**src/ifb_map.svh**
```systemverilog
// Register offsets, field positions and reset values of the interrupt flag and enable bank.
`ifndef IFB_MAP_SVH
`define IFB_MAP_SVH

`define IFB_OFF_CTRL0        12'h000
`define IFB_OFF_CTRL1        12'h004
`define IFB_OFF_CTRL2        12'h008
`define IFB_OFF_CTRL3        12'h00C
`define IFB_OFF_SOURCES      12'h010
`define IFB_OFF_CORE         12'h014

`define IFB_RESET_CTRL       8'h00
`define IFB_CTRL0_WMASK      8'h7F
`define IFB_GLOBAL_BIT       0
`define IFB_FLAG_LSB         4
`define IFB_ENABLE_LSB       0

`define IFB_CORE_TAKEN_BIT   0
`define IFB_CORE_PENDING_BIT 1
`define IFB_CORE_WAKE_BIT    2
`define IFB_CORE_STKFULL_BIT 3

`define IFB_RESP_OKAY        2'b00
`define IFB_RESP_SLVERR      2'b10

`endif

```
**src/ifb_pkg.sv**
```systemverilog
// Types shared by the interrupt flag and enable bank.
package ifb_pkg;

    // Request flags of the fifteen primary sources, one bit each.
    typedef struct packed {
        logic timebase_a;
        logic timebase_b;
        logic comparator_b;
        logic combined;
        logic periodic_p;
        logic periodic_a;
        logic timer0_p;
        logic timer0_a;
        logic serial_module;
        logic low_voltage;
        logic adc;
        logic eeprom;
        logic ext_pin_b;
        logic ext_pin_a;
        logic comparator_a;
    } ifb_src_t;

    // Register write request decoded from the bus.
    typedef struct packed {
        logic       valid;
        logic [1:0] index;
        logic [7:0] data;
    } ifb_wr_t;

    typedef enum logic [1:0] {
        IFB_W_IDLE = 2'b00,
        IFB_W_RESP = 2'b01
    } ifb_wstate_t;

endpackage

```
**src/ifb_bank.sv**
```systemverilog
// Interrupt request flag and enable bank with an AXI4-Lite register port.
//
// Local design decisions: the AXI4-Lite register port and the placing of the registers.
`timescale 1ns/1ps
module ifb_bank
    import ifb_pkg::*;
(
    input  wire logic        clk_in,
    input  wire logic        rst_in,
    input  wire logic [11:0] s_awaddr_in,
    input  wire logic        s_awvalid_in,
    output logic             s_awready_out,
    input  wire logic [31:0] s_wdata_in,
    input  wire logic [3:0]  s_wstrb_in,
    input  wire logic        s_wvalid_in,
    output logic             s_wready_out,
    output logic [1:0]       s_bresp_out,
    output logic             s_bvalid_out,
    input  wire logic        s_bready_in,
    input  wire logic [11:0] s_araddr_in,
    input  wire logic        s_arvalid_in,
    output logic             s_arready_out,
    output logic [31:0]      s_rdata_out,
    output logic [1:0]       s_rresp_out,
    output logic             s_rvalid_out,
    input  wire logic        s_rready_in,
    input  wire ifb_src_t    src_set_in,
    input  wire logic        core_ack_in,
    input  wire ifb_src_t    core_service_in,
    input  wire logic        stack_full_in,
    output ifb_src_t         irq_request_out,
    output logic             irq_pending_out,
    output logic             irq_taken_out,
    output logic             wake_out
);
    `include "ifb_map.svh"

    logic     [7:0] ctrl0_en;
    logic     [7:0] ctrl1_en;
    logic     [7:0] ctrl2_en;
    logic     [7:0] ctrl3_en;
    logic           global_irq_enable;
    ifb_src_t       flags;
    ifb_src_t       flags_q;
    ifb_src_t       sw_we;
    ifb_src_t       sw_val;
    ifb_src_t       gated;
    ifb_wr_t        wr;
    logic    [11:0] rd_addr;
    logic    [31:0] rd_data;
    logic           rd_hit;
    logic           wr_hit;

    // Pack the four control bytes from flags and enables.
    function automatic logic [7:0] pack_byte(input logic [3:0] f, input logic [3:0] e);
        pack_byte = {f, e};
    endfunction

    wire logic [7:0] ctrl0_val;
    wire logic [7:0] ctrl1_val;
    wire logic [7:0] ctrl2_val;
    wire logic [7:0] ctrl3_val;

    // Bit 7 of control 0 is unimplemented and always reads zero.
    assign ctrl0_val = pack_byte({1'b0, flags.ext_pin_b, flags.ext_pin_a,
                                  flags.comparator_a},
                                 {ctrl0_en[3:1], global_irq_enable}) & `IFB_CTRL0_WMASK;
    assign ctrl1_val = pack_byte({flags.eeprom, flags.adc, flags.low_voltage,
                                  flags.serial_module}, ctrl1_en[3:0]);
    assign ctrl2_val = pack_byte({flags.timer0_a, flags.timer0_p, flags.periodic_a,
                                  flags.periodic_p}, ctrl2_en[3:0]);
    assign ctrl3_val = pack_byte({flags.combined, flags.comparator_b, flags.timebase_b,
                                  flags.timebase_a}, ctrl3_en[3:0]);

    wire logic wr0;
    wire logic wr1;
    wire logic wr2;
    wire logic wr3;
    assign wr0 = wr.valid && (wr.index == 2'd0);
    assign wr1 = wr.valid && (wr.index == 2'd1);
    assign wr2 = wr.valid && (wr.index == 2'd2);
    assign wr3 = wr.valid && (wr.index == 2'd3);

    // Software flag writes, one field per source.
    assign sw_we.ext_pin_b     = wr0;
    assign sw_we.ext_pin_a     = wr0;
    assign sw_we.comparator_a  = wr0;
    assign sw_we.eeprom        = wr1;
    assign sw_we.adc           = wr1;
    assign sw_we.low_voltage   = wr1;
    assign sw_we.serial_module = wr1;
    assign sw_we.timer0_a      = wr2;
    assign sw_we.timer0_p      = wr2;
    assign sw_we.periodic_a    = wr2;
    assign sw_we.periodic_p    = wr2;
    assign sw_we.combined      = wr3;
    assign sw_we.comparator_b  = wr3;
    assign sw_we.timebase_b    = wr3;
    assign sw_we.timebase_a    = wr3;

    assign sw_val.ext_pin_b     = wr.data[6];
    assign sw_val.ext_pin_a     = wr.data[5];
    assign sw_val.comparator_a  = wr.data[4];
    assign sw_val.eeprom        = wr.data[7];
    assign sw_val.adc           = wr.data[6];
    assign sw_val.low_voltage   = wr.data[5];
    assign sw_val.serial_module = wr.data[4];
    assign sw_val.timer0_a      = wr.data[7];
    assign sw_val.timer0_p      = wr.data[6];
    assign sw_val.periodic_a    = wr.data[5];
    assign sw_val.periodic_p    = wr.data[4];
    assign sw_val.combined      = wr.data[7];
    assign sw_val.comparator_b  = wr.data[6];
    assign sw_val.timebase_b    = wr.data[5];
    assign sw_val.timebase_a    = wr.data[4];

    genvar gi;
    generate
        for (gi = 0; gi < $bits(ifb_src_t); gi++) begin : g_flag
            ifb_flag_cell u_cell (
                .clk_in           (clk_in),
                .rst_in           (rst_in),
                .set_in           (src_set_in[gi]),
                .sw_write_in      (sw_we[gi]),
                .sw_value_in      (sw_val[gi]),
                .service_clear_in (core_service_in[gi]),
                .flag_out         (flags[gi])
            );
        end
    endgenerate

    // Per-source gating by the individual enable bits only.
    assign gated.comparator_a  = flags.comparator_a  & ctrl0_en[1];
    assign gated.ext_pin_a     = flags.ext_pin_a     & ctrl0_en[2];
    assign gated.ext_pin_b     = flags.ext_pin_b     & ctrl0_en[3];
    assign gated.serial_module = flags.serial_module & ctrl1_en[0];
    assign gated.low_voltage   = flags.low_voltage   & ctrl1_en[1];
    assign gated.adc           = flags.adc           & ctrl1_en[2];
    assign gated.eeprom        = flags.eeprom        & ctrl1_en[3];
    assign gated.periodic_p    = flags.periodic_p    & ctrl2_en[0];
    assign gated.periodic_a    = flags.periodic_a    & ctrl2_en[1];
    assign gated.timer0_p      = flags.timer0_p      & ctrl2_en[2];
    assign gated.timer0_a      = flags.timer0_a      & ctrl2_en[3];
    assign gated.timebase_a    = flags.timebase_a    & ctrl3_en[0];
    assign gated.timebase_b    = flags.timebase_b    & ctrl3_en[1];
    assign gated.comparator_b  = flags.comparator_b  & ctrl3_en[2];
    assign gated.combined      = flags.combined      & ctrl3_en[3];

    // The global enable masks every source at once.
    assign irq_request_out = global_irq_enable ? gated : '0;
    assign irq_pending_out = |irq_request_out;

    // While the return stack is full the core's acknowledge is not honoured.
    assign irq_taken_out = core_ack_in && irq_pending_out && !stack_full_in;

    // Wake on a flag rising; a flag already set by software gives no new edge.
    assign wake_out = |(flags & ~flags_q);

    always_ff @(posedge clk_in) begin
        if (rst_in) begin
            flags_q <= '0;
        end else begin
            flags_q <= flags;
        end
    end

    // Enable bytes; writes to the top bit of control 0 are dropped.
    always_ff @(posedge clk_in) begin
        if (rst_in) begin
            ctrl0_en          <= `IFB_RESET_CTRL;
            ctrl1_en          <= `IFB_RESET_CTRL;
            ctrl2_en          <= `IFB_RESET_CTRL;
            ctrl3_en          <= `IFB_RESET_CTRL;
            global_irq_enable <= 1'b0;
        end else begin
            if (wr0) begin
                ctrl0_en <= wr.data & `IFB_CTRL0_WMASK;
            end
            if (wr1) begin
                ctrl1_en <= wr.data;
            end
            if (wr2) begin
                ctrl2_en <= wr.data;
            end
            if (wr3) begin
                ctrl3_en <= wr.data;
            end
            // Taking an interrupt wins over a same-cycle software write to stop nesting.
            if (irq_taken_out) begin
                global_irq_enable <= 1'b0;
            end else if (wr0) begin
                global_irq_enable <= wr.data[`IFB_GLOBAL_BIT];
            end
        end
    end

    // Read decode.
    wire logic [31:0] core_status;
    assign core_status = {28'h000_0000, stack_full_in, wake_out, irq_pending_out,
                          global_irq_enable};

    always_comb begin
        rd_hit  = 1'b1;
        rd_data = 32'h0000_0000;
        if (rd_addr == `IFB_OFF_CTRL0) begin
            rd_data = {24'h00_0000, ctrl0_val};
        end else if (rd_addr == `IFB_OFF_CTRL1) begin
            rd_data = {24'h00_0000, ctrl1_val};
        end else if (rd_addr == `IFB_OFF_CTRL2) begin
            rd_data = {24'h00_0000, ctrl2_val};
        end else if (rd_addr == `IFB_OFF_CTRL3) begin
            rd_data = {24'h00_0000, ctrl3_val};
        end else if (rd_addr == `IFB_OFF_SOURCES) begin
            rd_data = {17'h0_0000, flags};
        end else if (rd_addr == `IFB_OFF_CORE) begin
            rd_data = core_status;
        end else begin
            rd_hit = 1'b0;
        end
    end

    // The address may be taken before the data, so the decode keeps its own copy of it.
    logic      [11:0] aw_seen;
    wire logic        aw_now;
    wire logic [11:0] aw_sel;
    assign aw_now = s_awvalid_in && s_awready_out;
    assign aw_sel = aw_now ? s_awaddr_in : aw_seen;

    always_ff @(posedge clk_in) begin
        if (rst_in) begin
            aw_seen <= 12'h000;
        end else if (aw_now) begin
            aw_seen <= s_awaddr_in;
        end
    end

    // Only the four control registers accept writes; index comes from address bits 3:2.
    assign wr_hit = (aw_sel[11:4] == 8'h00) && (aw_sel[1:0] == 2'b00);

    ifb_axil_slave u_bus (
        .clk_in        (clk_in),
        .rst_in        (rst_in),
        .s_awaddr_in   (s_awaddr_in),
        .s_awvalid_in  (s_awvalid_in),
        .s_awready_out (s_awready_out),
        .s_wdata_in    (s_wdata_in),
        .s_wstrb_in    (s_wstrb_in),
        .s_wvalid_in   (s_wvalid_in),
        .s_wready_out  (s_wready_out),
        .s_bresp_out   (s_bresp_out),
        .s_bvalid_out  (s_bvalid_out),
        .s_bready_in   (s_bready_in),
        .s_araddr_in   (s_araddr_in),
        .s_arvalid_in  (s_arvalid_in),
        .s_arready_out (s_arready_out),
        .s_rdata_out   (s_rdata_out),
        .s_rresp_out   (s_rresp_out),
        .s_rvalid_out  (s_rvalid_out),
        .s_rready_in   (s_rready_in),
        .wr_out        (wr),
        .rd_addr_out   (rd_addr),
        .rd_data_in    (rd_data),
        .rd_hit_in     (rd_hit),
        .wr_hit_in     (wr_hit)
    );
endmodule

```
**src/ifb_flag_cell.sv**
```systemverilog
// One request flag with hardware set, software write and service clear.
`timescale 1ns/1ps
module ifb_flag_cell
    import ifb_pkg::*;
(
    input  wire logic clk_in,
    input  wire logic rst_in,
    input  wire logic set_in,
    input  wire logic sw_write_in,
    input  wire logic sw_value_in,
    input  wire logic service_clear_in,
    output logic      flag_out
);
    wire logic next_flag;

    // A hardware set wins over any clear in the same cycle so no event is lost.
    assign next_flag = set_in ? 1'b1 :
                       sw_write_in ? sw_value_in :
                       service_clear_in ? 1'b0 : flag_out;

    always_ff @(posedge clk_in) begin
        if (rst_in) begin
            flag_out <= 1'b0;
        end else begin
            flag_out <= next_flag;
        end
    end
endmodule

```
**src/ifb_axil_slave.sv**
```systemverilog
// AXI4-Lite slave that turns bus cycles into byte register writes and word reads.
`timescale 1ns/1ps
`include "ifb_map.svh"
module ifb_axil_slave
    import ifb_pkg::*;
(
    input  wire logic        clk_in,
    input  wire logic        rst_in,
    input  wire logic [11:0] s_awaddr_in,
    input  wire logic        s_awvalid_in,
    output logic             s_awready_out,
    input  wire logic [31:0] s_wdata_in,
    input  wire logic [3:0]  s_wstrb_in,
    input  wire logic        s_wvalid_in,
    output logic             s_wready_out,
    output logic [1:0]       s_bresp_out,
    output logic             s_bvalid_out,
    input  wire logic        s_bready_in,
    input  wire logic [11:0] s_araddr_in,
    input  wire logic        s_arvalid_in,
    output logic             s_arready_out,
    output logic [31:0]      s_rdata_out,
    output logic [1:0]       s_rresp_out,
    output logic             s_rvalid_out,
    input  wire logic        s_rready_in,
    output ifb_wr_t          wr_out,
    output logic [11:0]      rd_addr_out,
    input  wire logic [31:0] rd_data_in,
    input  wire logic        rd_hit_in,
    input  wire logic        wr_hit_in
);
    ifb_wstate_t wstate;
    logic        aw_held;
    logic        w_held;
    logic [11:0] aw_addr;
    logic [31:0] w_data;
    logic [3:0]  w_strb;

    wire logic aw_take;
    wire logic w_take;
    wire logic both;
    wire logic ar_take;

    assign s_awready_out = (wstate == IFB_W_IDLE) && !aw_held;
    assign s_wready_out  = (wstate == IFB_W_IDLE) && !w_held;
    assign aw_take       = s_awvalid_in && s_awready_out;
    assign w_take        = s_wvalid_in && s_wready_out;
    assign both          = (aw_held || aw_take) && (w_held || w_take);
    assign s_arready_out = !s_rvalid_out;
    assign ar_take       = s_arvalid_in && s_arready_out;
    assign rd_addr_out   = s_araddr_in;

    // The write address selects the register, the low data byte is applied when both halves are in and strobe bit 0 is set.
    assign wr_out.valid = both && (wstate == IFB_W_IDLE) && (aw_take ? 1'b1 : aw_held)
                          && (w_take ? s_wstrb_in[0] : w_strb[0]) && wr_hit_in;
    assign wr_out.index = aw_take ? s_awaddr_in[3:2] : aw_addr[3:2];
    assign wr_out.data  = w_take ? s_wdata_in[7:0] : w_data[7:0];

    always_ff @(posedge clk_in) begin
        if (rst_in) begin
            wstate       <= IFB_W_IDLE;
            aw_held      <= 1'b0;
            w_held       <= 1'b0;
            aw_addr      <= 12'h000;
            w_data       <= 32'h0000_0000;
            w_strb       <= 4'h0;
            s_bvalid_out <= 1'b0;
            s_bresp_out  <= `IFB_RESP_OKAY;
        end else begin
            case (wstate)
                IFB_W_IDLE: begin
                    if (aw_take) begin
                        aw_addr <= s_awaddr_in;
                    end
                    if (w_take) begin
                        w_data <= s_wdata_in;
                        w_strb <= s_wstrb_in;
                    end
                    if (both) begin
                        aw_held      <= 1'b0;
                        w_held       <= 1'b0;
                        s_bvalid_out <= 1'b1;
                        s_bresp_out  <= wr_hit_in ? `IFB_RESP_OKAY : `IFB_RESP_SLVERR;
                        wstate       <= IFB_W_RESP;
                    end else begin
                        aw_held <= aw_held || aw_take;
                        w_held  <= w_held || w_take;
                    end
                end
                IFB_W_RESP: begin
                    if (s_bready_in) begin
                        s_bvalid_out <= 1'b0;
                        wstate       <= IFB_W_IDLE;
                    end
                end
                default: begin
                    wstate <= IFB_W_IDLE;
                end
            endcase
        end
    end

    always_ff @(posedge clk_in) begin
        if (rst_in) begin
            s_rvalid_out <= 1'b0;
            s_rdata_out  <= 32'h0000_0000;
            s_rresp_out  <= `IFB_RESP_OKAY;
        end else if (ar_take) begin
            s_rvalid_out <= 1'b1;
            s_rdata_out  <= rd_hit_in ? rd_data_in : 32'h0000_0000;
            s_rresp_out  <= rd_hit_in ? `IFB_RESP_OKAY : `IFB_RESP_SLVERR;
        end else if (s_rready_in) begin
            s_rvalid_out <= 1'b0;
        end
    end
endmodule

```
**config.mk**
```make
export PLATFORM = sky130hd
export DESIGN_NAME = ifb_bank
export DESIGN_NICKNAME = d
export VERILOG_FILES = /design/src/ifb_pkg.sv /design/src/ifb_bank.sv /design/src/ifb_flag_cell.sv /design/src/ifb_axil_slave.sv
export VERILOG_INCLUDE_DIRS = /design/src
export SDC_FILE = /design/constraint.sdc
export NUM_CORES = 1
export LEC_CHECK = 0
export ABC_AREA = 0
export ABC_CLOCK_PERIOD_IN_PS = 5580
export BUFFER_PORTS_ARGS = -buffer_cell sky130_fd_sc_hd__buf_2
export CAP_MARGIN = 5
export CORE_UTILIZATION = 43
export CTS_CLUSTER_DIAMETER = 80
export DETAILED_ROUTE_END_ITERATION = 10
export PLACE_DENSITY = 0.74
export SYNTH_ARGS = -nofsm -noshare
export SYNTH_HDL_FRONTEND = slang
export SYNTH_HIERARCHICAL = 1
export SYNTH_SLANG_ARGS = --single-unit
```
**constraint.sdc**
```tcl
create_clock -name clk_in -period 5.58 [get_ports clk_in]
set_clock_uncertainty 0.15 [all_clocks]
set_input_delay 0.279 -clock clk_in [delete_from_list [all_inputs] [get_ports clk_in]]
set_output_delay 0.279 -clock clk_in [all_outputs]
set_load 0.03 [all_outputs]
```
==> results_dict.tcl <==
set metrics [dict create \
    hp-class "input port to flop" \
    final_util 0.530 \
    vias_per_cell 5.34 \
    p_leak_nw 2.57 \
    crit_chain "nor3b_2, mux2i_1, and4b_1, nor3b_2, mux2i_1, a311oi_2" \
    worstSetupStartpoint "u_bus/s_bvalid_out" \
    worstReg2RegStart "u_bus/s_bvalid_out" \
    place_area_um2 5430 \
    period_share 0.635 \
    postCtsResizedCells 0 \
    p_int_mw 1.11 \
    fmax_ghz 0.282 \
    ys_ff_latch 105 \
    htreeDepth 3 \
    gp_congestion 0.880 \
    grtUsageTotal 0.231 \
    clock_latency_ns 0.37 \
    hold_start "s_awaddr_in[6]" \
    ys_warn_count 6 \
    pre_cts_ws_ns 2.14 \
    worst_pin_slew_ns 1.23 \
    detail-route-antenna-nets 0 \
    endpoint_kind "flop" \
    ir_drop_mv 0.111 \
    synth_flop_cell "dfxtp_1" \
    rsz0062_at_grt "false" \
    syn_avg_cell_area_um2 8.59 \
    critPathKind "flop to flop" \
    dieHeight_um 107 \
    critPathMaxFanout 10 \
    die-area_um2 11500 \
    place.detailed.hpwl_um 9120 \
    clkPwrFrac 0.341 \
    hold_violations 0 \
    design_area_um2 5740 \
    clk_path_buf_depth 2 \
    clockRootBuffer "clkbuf_8" \
    crit_path_start_kind "flop" \
    setup_violations 0 \
    ctsHoldBuffers 6 \
    status "completed" \
    ioPinCount 158 \
    via_count 4386 \
    initial_core_util 0.441 \
    postCtsSetupBuffers 0 \
    cts_sinks 105 \
    worst_path_largest_cell_delay_ns 0.98 \
    grt_pass1_wl_um 20700 \
    max-slew-margin-rel 0.174 \
    cap_violations 0 \
    rows 38 \
    async_flop_share 0 \
    crit_required_ns 5.71 \
    tritoncts "yes" \
    synth_area_um2 4780 \
    drt_pre_antenna_iters 5 \
    power_switching_mw 0.391 \
    post_drt_wl_per_cell_um 15.6 \
    synth_cell_types 56 \
    remaining_drc_errors 0 \
    syn_to_final_growth_pct 20.2 \
    swShare 0.260 \
    gr-total-overflow 0 \
    die_w_um 107 \
    grt_max_degree 106 \
    antenna_found_initial 0 \
    wirelength_um 12800 \
    clk_pin_slew_ns 0.10 \
    setup-tns-final_ns 0 \
    setup_slack_ns 2.04 \
    power.total_mw 1.50 \
    drive_gt1_frac 0.255 \
    cts_made_buffers 9 \
    seqPwrFrac 0.533 \
    drt-initial-drc-count 322 \
    power.share.combinational 0.126 \
    grt_pass1_vias 4217 \
    slew_violations 0 \
    p_per_area_nw_per_um2 262 \
    period_minus_slack_ns 3.54 \
    yosysSeqAreaShare 0.440 \
    coreArea_um2 10800 \
    io_buffers 128 \
    diodes 0 \
    layout.nets 776 \
    critPathSlowestCell "nor3b_2" \
    worstPathArrival_ns 3.67 \
    synth_cells 556 \
    synth_edf_count 0 \
]
==> sequential cells by signal, indices dropped and copies added, names as in the netlist <==
name,cells
u_bus/aw_held,1
ctrl1_en,4
ctrl3_en,4
u_bus/w_held,1
ctrl2_en,4
u_bus/s_rvalid_out,1
u_bus/s_rresp_out,1
u_bus/w_strb,1
ctrl0_en,3
global_irq_enable,1
u_bus/aw_addr,2
aw_seen,10
flags_q,15
u_bus/w_data,8
u_bus/s_rdata_out,32
u_bus/s_bresp_out,1
g_flag.u_cell/flag_out,15
u_bus/s_bvalid_out,1
==> cell type report <==
| class | instances | area [µm²] |
|---|---|---|
| tap | 140 | 175 |
| clock buffer | 12 | 135 |
| timing repair buffer | 137 | 748 |
| sequential | 105 | 2100 |
| multi-input combinational | 408 | 2440 |
| clock inverter | 4 | 76.3 |
| inverter | 16 | 60.1 |
| fill | 1043 | 5100 |
==> routing by layer <==
metal | vias to the layer above | global-route usage | wire, µm
li1 | 2145 | - | -
met1 | 2049 | 0.306 | 5820
met2 | 156 | 0.365 | 5870
met3 | 36 | 0.0369 | 692
met4 | 0 | 0.112 | 411
met5 | - | 0 | 0
==> power groups by stage <==
stage	clock (mW)	combinational [mW]	sequential [mW]
6_report	0.513	0.189	0.801
2_1_floorplan	0	0.129	0.812
4_1_cts	0.520	0.183	0.801
3_3_place_gp	0	0.175	0.817
3_5_place_dp	0	0.179	0.818
5_1_grt	0.555	0.207	0.805
==> layout by cell type (no fill, tap or decap), types with 7 or more instances in the layout <==
| cell | synthesis | final |
|---|---|---|
| buf_2 | 13 | 127 |
| dfxtp_1 | 105 | 105 |
| a21oi_1 | 84 | 83 |
| nand2_1 | 63 | 63 |
| nand3_1 | 35 | 35 |
| nor2_1 | 34 | 34 |
| mux2i_1 | 25 | 25 |
| nor2b_1 | 25 | 24 |
| conb_1 | 2 | 19 |
| inv_1 | 15 | 15 |
| or3b_1 | 15 | 15 |
| nor3_1 | 9 | 9 |
| and3_1 | 9 | 9 |
| clkbuf_8 | 0 | 9 |
| o22ai_1 | 8 | 8 |
| nand2b_1 | 8 | 8 |
| dlygate4sd3_1 | 0 | 7 |
| mux2_4 | 7 | 7 |
==> cell usage after synthesis (2+ instances only) <==
| cell type | number | area share |
|---|---|---|
| dfxtp_1 | 105 | 0.44 |
| a21oi_1 | 84 | 0.088 |
| nand2_1 | 63 | 0.049 |
| nand3_1 | 35 | 0.037 |
| nor2_1 | 34 | 0.027 |
| mux2i_1 | 25 | 0.052 |
| nor2b_1 | 25 | 0.033 |
| clkbuf_1 | 15 | 0.012 |
| inv_1 | 15 | 0.012 |
| or3b_1 | 15 | 0.027 |
| buf_4 | 14 | 0.022 |
| buf_2 | 13 | 0.014 |
| and3_1 | 9 | 0.012 |
| nor3_1 | 9 | 0.0094 |
| nand2b_1 | 8 | 0.010 |
| o22ai_1 | 8 | 0.010 |
| mux2_4 | 7 | 0.022 |
| a22oi_1 | 5 | 0.0079 |
| and2_1 | 5 | 0.0065 |
| and3_2 | 5 | 0.0079 |
| nor4_1 | 5 | 0.0065 |
| a31oi_1 | 4 | 0.0052 |
| a211oi_1 | 3 | 0.0047 |
| a311oi_1 | 3 | 0.0055 |
| mux2_2 | 3 | 0.0071 |
| and2b_2 | 2 | 0.0037 |
| and3_4 | 2 | 0.0047 |
| conb_1 | 2 | 0.0016 |
| nand3b_1 | 2 | 0.0031 |
| nor3b_2 | 2 | 0.0052 |
| o21ai_0 | 2 | 0.0021 |
| o21ai_1 | 2 | 0.0021 |
| o31a_1 | 2 | 0.0037 |
==> stage by stage <==
step / cells / hold WS (ns)
floorplan: 573 / 0.198
global placement: 798 / 0.287
detailed placement: 798 / 0.291
CTS: 820 / 0.000564
global route: 822 / 0.00197
finish: 822 / 0.0108
==> final timing paths <==
check	slack, ns	depth (start not counted)	to
min	0.01	3	aw_seen[6]
min reg2reg	0.30	2	u_bus/s_rdata_out[30]
max reg2reg	2.04	6	global_irq_enable
max	2.04	6	global_irq_enable
==> worst max-delay path: cells and delay by family (launching register included) <==
family,cells,cell delay (ns)
compound gates,1,0.27
flops,1,0.38
mux,2,0.45
simple gates,3,2.18
==> kinds of logic (layout without fill, tap and decap cells) <==
kind of cell,Yosys count,count (layout),share of synthesized area
muxes,35,35,0.0814
other,2,19,0.00157
AOI/OAI and AO/OA,125,125,0.153
DFF,105,105,0.440
and+or+nand+nor,229,229,0.261
buffers and inverters,60,169,0.0631
No activity file was read; power rests on OpenSTA's default activity.
